## src/hw/adc_readout_params.svh

```systemverilog
// Offsets, field positions, reset values and counts for the parallel readout block
`ifndef ADC_READOUT_PARAMS_SVH
`define ADC_READOUT_PARAMS_SVH
`define ADDR_STATUS 8'h00
`define ADDR_MASK 8'h04
`define ADDR_PINS 8'h08
`define ADDR_WORD 8'h0C
`define ADDR_CTRL 8'h10
`define ST_BIT_UPD 0
`define ST_BIT_OVR 1
`define ST_BIT_VALID 2
`define CTRL_BIT_SYNC 0
`define MASK_RST 3'h0
`define STATUS_RST 3'h0
`define WORD_PERIOD 32
`define SETTLE_WORDS 4
`define GAP_CYCLES 2
`define LOW_PWR_MAX_MHZ 10
`endif

```

## src/hw/adc_readout_pkg.sv

```systemverilog
// Types shared by the parallel readout block
package adc_readout_pkg;
  typedef struct packed {
    logic cs_n;
    logic rd_n;
    logic sync_in;
    logic power_down_in;
    logic low_power_select;
    logic iface_select_b;
    logic iface_select_a;
    logic osc_disable;
    logic range_select;
  } pin_bus_t;
  typedef struct packed {
    logic parallel;
    logic bandpass;
  } mode_t;
  typedef struct packed {
    logic [7:0] addr;
    logic [31:0] wdata;
    logic wr;
    logic rd;
  } reg_req_t;
  typedef enum logic [1:0] {ST_RUN, ST_SYNC, ST_SETTLE, ST_POWER_DOWN_IN} seq_state_t;
endpackage

```

## src/hw/adc_parallel_readout_control.sv

```systemverilog
// Pin control, filter sequencer and parallel readout of the converter
//
// Design decisions made here: the strobed register port and the address map.
`timescale 1ns/100ps
`include "adc_readout_params.svh"

// Function
// - Range select high means unipolar input, low means bipolar input.
// - Oscillator disable high turns crystal amplifier off, external clock used.
// - Two mode selects choose parallel or serial and the parallel filter mode.
// - Sync rising edge zeroes the sequencer counter and holds the filter reset.
// - Sync reset ends at the first clock edge that samples sync low.
// - Devices on one clock and sync pulse sample and update together.
// - Standby high keeps the device powered down.
// - Output drivers turn on when a clock edge sees read and select low.
// - Read sampled high puts all sixteen output bits in high impedance.
// - Word ready falls when a new word sits in the output register.
// - Word ready returns high once a read has completed.
// - Unread word: word ready goes high two cycles before next update.
// - After sync, word ready falls only when valid results exist again.
// - Word MSB drives the highest numbered output bit.
module adc_parallel_readout_control #(
  parameter int WORD_PERIOD = `WORD_PERIOD,
  parameter int SETTLE_WORDS = `SETTLE_WORDS,
  parameter int DATA_W = 16
) (
  input wire logic core_clk,
  input wire logic nrst,
  input wire adc_readout_pkg::pin_bus_t pins,
  input wire logic [DATA_W-1:0] conv_word,
  input wire adc_readout_pkg::reg_req_t req,
  output logic [31:0] rdata,
  output logic [DATA_W-1:0] out_bits,
  output logic out_bits_oe,
  output logic word_ready_n,
  output logic filter_reset,
  output logic unipolar,
  output logic xtal_amp_en,
  output adc_readout_pkg::mode_t mode,
  output logic half_power,
  output logic standby,
  output logic irq
);
  import adc_readout_pkg::*;

  localparam int CW = $clog2(WORD_PERIOD);
  localparam int SW = $clog2(SETTLE_WORDS + 1);
  localparam logic [CW-1:0] CNT_LAST = CW'(WORD_PERIOD - 1);
  localparam logic [CW-1:0] CNT_GAP = CW'(WORD_PERIOD - 1 - `GAP_CYCLES);
  localparam logic [SW-1:0] SETTLE_LAST = SW'(SETTLE_WORDS - 1);

  function automatic mode_t mode_decode(input logic sel_a, input logic sel_b);
    mode_t m;
    m.parallel = ~sel_a;
    m.bandpass = sel_b;
    return m;
  endfunction

  // Two-flop synchronisers for every pin
  pin_bus_t pins_meta_r;
  pin_bus_t pins_s_r;
  logic sync_d_r;
  genvar gi;
  generate
    for (gi = 0; gi < $bits(pin_bus_t); gi++) begin : g_sync
      always_ff @(posedge core_clk) begin
        if (!nrst) begin
          pins_meta_r[gi] <= 1'b1;
          pins_s_r[gi] <= 1'b1;
        end else begin
          pins_meta_r[gi] <= pins[gi];
          pins_s_r[gi] <= pins_meta_r[gi];
        end
      end
    end
  endgenerate

  seq_state_t state_r, state_nxt;
  logic [CW-1:0] seq_cnt_r, seq_cnt_nxt;
  logic [SW-1:0] settle_r, settle_nxt;
  logic [DATA_W-1:0] word_r;
  logic oe_r;
  logic word_ready_n_r, word_ready_n_nxt;
  logic frst_r;
  logic soft_sync_r;
  logic unread_r;
  logic [2:0] status_r, status_nxt, mask_r;
  logic irq_r;
  logic [31:0] rdata_r, rdata_nxt;
  logic uni_r, xamp_r, half_r, power_down_in_r;
  mode_t mode_r;

  wire pdown = pins_s_r.power_down_in;
  wire sync_s = pins_s_r.sync_in;
  wire sync_rise = (sync_s & ~sync_d_r) | soft_sync_r;
  wire rd_low_sel = ~pins_s_r.rd_n & ~pins_s_r.cs_n;
  wire read_done = oe_r & ~rd_low_sel;
  wire tick = (seq_cnt_r == CNT_LAST) && (state_r == ST_RUN || state_r == ST_SETTLE);
  wire settle_end = (state_r == ST_SETTLE) && (settle_r == SETTLE_LAST);
  wire update = tick && (state_r == ST_RUN || settle_end);
  wire pre_upd = (state_r == ST_RUN) && (seq_cnt_r >= CNT_GAP) && !update;
  wire overrun = update & unread_r & (state_r == ST_RUN);
  wire mode_t mode_w = mode_decode(pins_s_r.iface_select_a, pins_s_r.iface_select_b);
  wire hit_status = req.rd && (req.addr == `ADDR_STATUS);
  wire [2:0] events = {settle_end & tick, overrun, update};

  // Sequencer state machine
  always_comb begin
    state_nxt = state_r;
    seq_cnt_nxt = seq_cnt_r + CW'(1);
    settle_nxt = settle_r;
    case (state_r)
      ST_RUN: begin
        if (tick) begin
          seq_cnt_nxt = '0;
        end
      end
      ST_SYNC: begin
        seq_cnt_nxt = '0;
        settle_nxt = '0;
        if (!sync_s) begin
          state_nxt = ST_SETTLE;
        end
      end
      ST_SETTLE: begin
        if (tick) begin
          seq_cnt_nxt = '0;
          settle_nxt = settle_r + SW'(1);
          if (settle_end) begin
            state_nxt = ST_RUN;
          end
        end
      end
      ST_POWER_DOWN_IN: begin
        seq_cnt_nxt = '0;
        settle_nxt = '0;
        if (!pdown) begin
          state_nxt = ST_SETTLE;
        end
      end
      default: begin
        state_nxt = ST_SYNC;
      end
    endcase
    if (pdown) begin
      state_nxt = ST_POWER_DOWN_IN;
      seq_cnt_nxt = '0;
    end else if (sync_rise) begin
      state_nxt = ST_SYNC;
      seq_cnt_nxt = '0;
    end
  end

  // Word ready: low on update, high on read, gap, or no valid results
  always_comb begin
    if (update) begin
      word_ready_n_nxt = 1'b0;
    end else if (state_r != ST_RUN || read_done) begin
      word_ready_n_nxt = 1'b1;
    end else if (pre_upd) begin
      word_ready_n_nxt = 1'b1;
    end else begin
      word_ready_n_nxt = word_ready_n_r;
    end
  end

  assign status_nxt = (status_r & ~{3{hit_status}}) | events;

  always_comb begin
    case (req.addr)
      `ADDR_STATUS: rdata_nxt = {29'h0, status_r};
      `ADDR_MASK: rdata_nxt = {29'h0, mask_r};
      `ADDR_PINS: rdata_nxt = {19'h0, state_r, frst_r, word_ready_n_r, pins_s_r};
      `ADDR_WORD: rdata_nxt = {{(32 - DATA_W){1'b0}}, word_r};
      default: rdata_nxt = 32'h0;
    endcase
    if (!req.rd) begin
      rdata_nxt = 32'h0;
    end
  end

  always_ff @(posedge core_clk) begin
    if (!nrst) begin
      state_r <= ST_SYNC;
      seq_cnt_r <= '0;
      settle_r <= '0;
      sync_d_r <= 1'b1;
      word_ready_n_r <= 1'b1;
      frst_r <= 1'b1;
    end else begin
      state_r <= state_nxt;
      seq_cnt_r <= seq_cnt_nxt;
      settle_r <= settle_nxt;
      sync_d_r <= sync_s;
      word_ready_n_r <= word_ready_n_nxt;
      frst_r <= (state_nxt == ST_SYNC) || (state_nxt == ST_POWER_DOWN_IN);
    end
  end

  always_ff @(posedge core_clk) begin
    if (!nrst) begin
      word_r <= '0;
      oe_r <= 1'b0;
    end else begin
      if (update) begin
        word_r <= conv_word;
      end
      oe_r <= rd_low_sel;
    end
  end

  // Word left unread across an update in the run state counts as an overrun
  always_ff @(posedge core_clk) begin
    if (!nrst) begin
      unread_r <= 1'b0;
    end else if (update) begin
      unread_r <= 1'b1;
    end else if (read_done) begin
      unread_r <= 1'b0;
    end
  end

  always_ff @(posedge core_clk) begin
    if (!nrst) begin
      uni_r <= 1'b0;
      xamp_r <= 1'b1;
      mode_r <= '0;
      half_r <= 1'b0;
      power_down_in_r <= 1'b0;
    end else begin
      uni_r <= pins_s_r.range_select;
      xamp_r <= ~pins_s_r.osc_disable;
      mode_r <= mode_w;
      half_r <= pins_s_r.low_power_select;
      power_down_in_r <= pdown;
    end
  end

  always_ff @(posedge core_clk) begin
    if (!nrst) begin
      status_r <= `STATUS_RST;
      mask_r <= `MASK_RST;
      irq_r <= 1'b0;
      rdata_r <= 32'h0;
      soft_sync_r <= 1'b0;
    end else begin
      status_r <= status_nxt;
      if (req.wr && req.addr == `ADDR_MASK) begin
        mask_r <= req.wdata[2:0];
      end
      irq_r <= |(status_nxt & mask_r);
      rdata_r <= rdata_nxt;
      soft_sync_r <= req.wr && (req.addr == `ADDR_CTRL) && req.wdata[`CTRL_BIT_SYNC];
    end
  end

  assign rdata = rdata_r;
  assign out_bits = word_r;
  assign out_bits_oe = oe_r;
  assign word_ready_n = word_ready_n_r;
  assign filter_reset = frst_r;
  assign unipolar = uni_r;
  assign xtal_amp_en = xamp_r;
  assign mode = mode_r;
  assign half_power = half_r;
  assign standby = power_down_in_r;
  assign irq = irq_r;
endmodule // adc_parallel_readout_control

```

## config.mk

```make
export PLATFORM = sky130hd
export DESIGN_NAME = adc_parallel_readout_control
export DESIGN_NICKNAME = d
export VERILOG_FILES = /design/src/hw/adc_readout_pkg.sv /design/src/hw/adc_parallel_readout_control.sv
export VERILOG_INCLUDE_DIRS = /design/src /design/src/hw
export SDC_FILE = /design/constraint.sdc
export NUM_CORES = 1
export LEC_CHECK = 0
export BUFFER_PORTS_ARGS = -buffer_cell sky130_fd_sc_hd__buf_2
export CAP_MARGIN = 20
export CORE_UTILIZATION = 53
export CTS_BUF_LIST = sky130_fd_sc_hd__clkbuf_8
export CTS_CLUSTER_SIZE = 16
export DETAILED_ROUTE_END_ITERATION = 16
export GPL_ROUTABILITY_DRIVEN = 0
export PLACE_DENSITY = 0.88
export SLEW_MARGIN = 20
export SYNTH_ARGS = -nofsm -noshare
export SYNTH_HDL_FRONTEND = slang
export SYNTH_SLANG_ARGS = --single-unit
```

## constraint.sdc

```tcl
create_clock -name core_clk -period 3.77 [get_ports core_clk]
set_input_delay 0.377 -clock core_clk [delete_from_list [all_inputs] [get_ports core_clk]]
set_output_delay 0.377 -clock core_clk [all_outputs]
set_load 0.02 [all_outputs]
```

==> results.sh <==
export IMPL_grt_pass1_vias=2142
export IMPL_crit_chain="ha_1, and3_1, ha_1, nand3b_1, o2bb2ai_1, a22o_1"
export IMPL_p_leak_nw=1.54
export IMPL_tightest_slew_ns=0.790
export IMPL_dpl_hpwl_um=4040
export IMPL_cts_htree_levels=3
export IMPL_final_cell_mix="buf_2 (81), dfxtp_1 (78), nand2_1 (42)"
export IMPL_yosys_warnings=0
export IMPL_drc=0
export IMPL_required_ns=4.05
export IMPL_cp_slowest_cell="nand3b_1"
export IMPL_synthCells=295
export IMPL_final_nets=446
export IMPL_fill_cells=411
export IMPL_drive_gt1_share_pct=27.6
export IMPL_worstSetupPathType="register to register"
export IMPL_mappedNetlistArea_um2=2930
export IMPL_yosysTopAreaCellShare_pct=53.3
export IMPL_num_rows=26
export IMPL_final_cells=447
export IMPL_finalCritPeriodShare_pct=58.2
export IMPL_synth_flop_cell="dfxtp_1"
export IMPL_max_freq_mhz=455
export IMPL_syn_to_final_growth_pct=19.5
export IMPL_pin_count=127
export IMPL_antenna_cells=0
export IMPL_wire_per_inst_um=13.1
export IMPL_antenna_found_initial=0
export IMPL_cts_root_buf="clkbuf_8"
export IMPL_grt_setup_unrepaired="false"
export IMPL_setup_viol=0
export IMPL_ys_ff_latch=78
export IMPL_status="complete, no violations"
export IMPL_viasPerCell=5.02
export IMPL_critPathBufInv=0
export IMPL_drtIter0Drc=127
export IMPL_ctsLongestPathBuffers=2
export IMPL_finalHoldViolations=0
export IMPL_cts_sinks=78
export IMPL_layout_commonest_cell="buf_2"
export IMPL_peakVddDrop_mv=0.223
export IMPL_min_path_type="input port to register"
export IMPL_grt_max_degree=36
export IMPL_path_clk_slew_ns=0.08
export IMPL_track_usage_pct=21.4
export IMPL_cts_tree="built"
export IMPL_grt_remaining_overflow=0
export IMPL_p_per_area_nw_per_um2=453
export IMPL_synth_area_top_cells="dfxtp_1 (53%), nand2_1 (5.4%), nand2b_1 (4.7%)"
export IMPL_io_buffers=81
export IMPL_drtPass1Iterations=4
export IMPL_chipWidth_um=76.4
export IMPL_yosysSeqAreaShare_pct=53.3
export IMPL_synthArstFlopShare_pct=0
export IMPL_die_area_um2=5830
export IMPL_crit_family="simple AND/OR/NAND/NOR gates"
export IMPL_setup_worst_path_end_class="register"
export IMPL_cts_buffers_inserted=9
export IMPL_finalMaxSlewViolations=0
export IMPL_arrival_ns=2.48
export IMPL_yosysTopAreaCell="dfxtp_1"
export IMPL_fin_crit_ns=2.20
export IMPL_wl_um=5870
export IMPL_slew_headroom_pct=47.2
export IMPL_antenna_left=0
export IMPL_post_cts_buffers=0
export IMPL_design_area_um2=3500
export IMPL_place_area_um2=3290
export IMPL_cpPeakStageDelay_ns=0.59
export IMPL_cpMostUsedCell="ha_1"
export IMPL_cts_repair_resized=0
export IMPL_finalSetupTns_ns=0
export IMPL_vias=2242
export IMPL_grt_pass1_wl_um=9710
export IMPL_start_util_pct=56.3
export IMPL_synth_edf_count=0
export IMPL_clock_skew_ns=0.0136
export IMPL_cts_hold_buffers=0
export IMPL_drv_cap=0
export IMPL_timing_final_ws_setup_ns=1.57
export IMPL_place_inst=431
export IMPL_core_area_um2=5200
export IMPL_clkLatencyLatePin_ns=0.34
export IMPL_critPathLaunchType="register"
export IMPL_die_h_um=76.4
export IMPL_ys_types=42
export IMPL_dpl_worst_slack_ns=1.55
export IMPL_avgSynthCellArea_um2=9.94
export IMPL_worst_path_max_fanout=18
## cells by family after synthesis
| logic type | synth area share, % |
|---|---|
| and+or+nand+nor | 21.6 |
| DFF | 53.3 |
| AOI/OAI and AO/OA | 11.1 |
| buffers and inverters | 7.47 |
| muxes | 3.33 |
| adders and majority gates | 2.13 |
| xor gates and xnor gates | 0.896 |
| other | 0.128 |
## state kept, by name (all words and copies together), names as in the netlist, 2 cells and up
name         count
mask_r           3
mode             2
out_bits        16
pins_meta_r      9
pins_s_r         6
rdata           16
seq_cnt_r        5
settle_r         3
status_r         3
## cell usage after synthesis (3+ instances only)
cell,number
nor3b_1,3
dfxtp_1,78
nand2_1,42
buf_4,17
nand3_1,4
buf_2,7
a21boi_0,17
inv_1,6
and2_1,7
ha_1,5
nand2b_1,22
a21oi_1,6
and4b_1,3
nor2b_1,9
mux2i_1,3
clkbuf_1,6
nor2_1,18
a22oi_1,8
mux4_2,3
## final cells by class
class	instances	area [µm²]	area share, %
Clock buffer	9	124	3.54
Sequential cell	78	1560	44.6
Multi-Input combinational cell	195	1210	34.5
Inverter	6	22.5	0.643
Clock inverter	7	87.6	2.50
Tap cell	70	87.6	2.50
Timing Repair Buffer	82	413	11.8
## through the flow
step | hold slack (ns) | util, % | total power [mW]
after floorplan | 0.355 | - | 0.926
after global placement | 0.373 | 63.2 | 0.944
after detailed placement | 0.376 | 63.2 | 0.945
after CTS | 0.200 | 67.3 | 1.59
after global routing | 0.217 | 67.3 | 1.64
final | 0.211 | 67.3 | 1.59
## routing by layer
| layer | routed length (µm) | up-vias | share of wire [%] | global-route usage (%) |
|---|---|---|---|---|
| met2 | 2900 | 84 | 49 | 36.3 |
| li1 | - | 1108 | - | - |
| met1 | 2460 | 1036 | 42 | 24.7 |
| met3 | 376 | 14 | 6.4 | 5.99 |
| met4 | 129 | 0 | 2.2 | 10.8 |
| met5 | 0 | - | 0 | 0 |
## report_power, final
group / internal (mW) / switching, mW / total, mW
Clock: 0.369 / 0.289 / 0.659
Combinational: 0.0345 / 0.0463 / 0.0808
Sequential: 0.838 / 0.00858 / 0.846
Total: 1.24 / 0.344 / 1.59
## final timing paths
check,start,to,slack (ns),depth (start not counted)
worst max register to register,seq_cnt_r[0],irq,1.57,6
worst max-delay path,seq_cnt_r[0],irq,1.57,6
worst min register to register,pins_s_r[1],xtal_amp_en,0.39,1
worst min-delay path,pins[1],pins_meta_r[1],0.21,2
(Power assumes the default switching activity.)
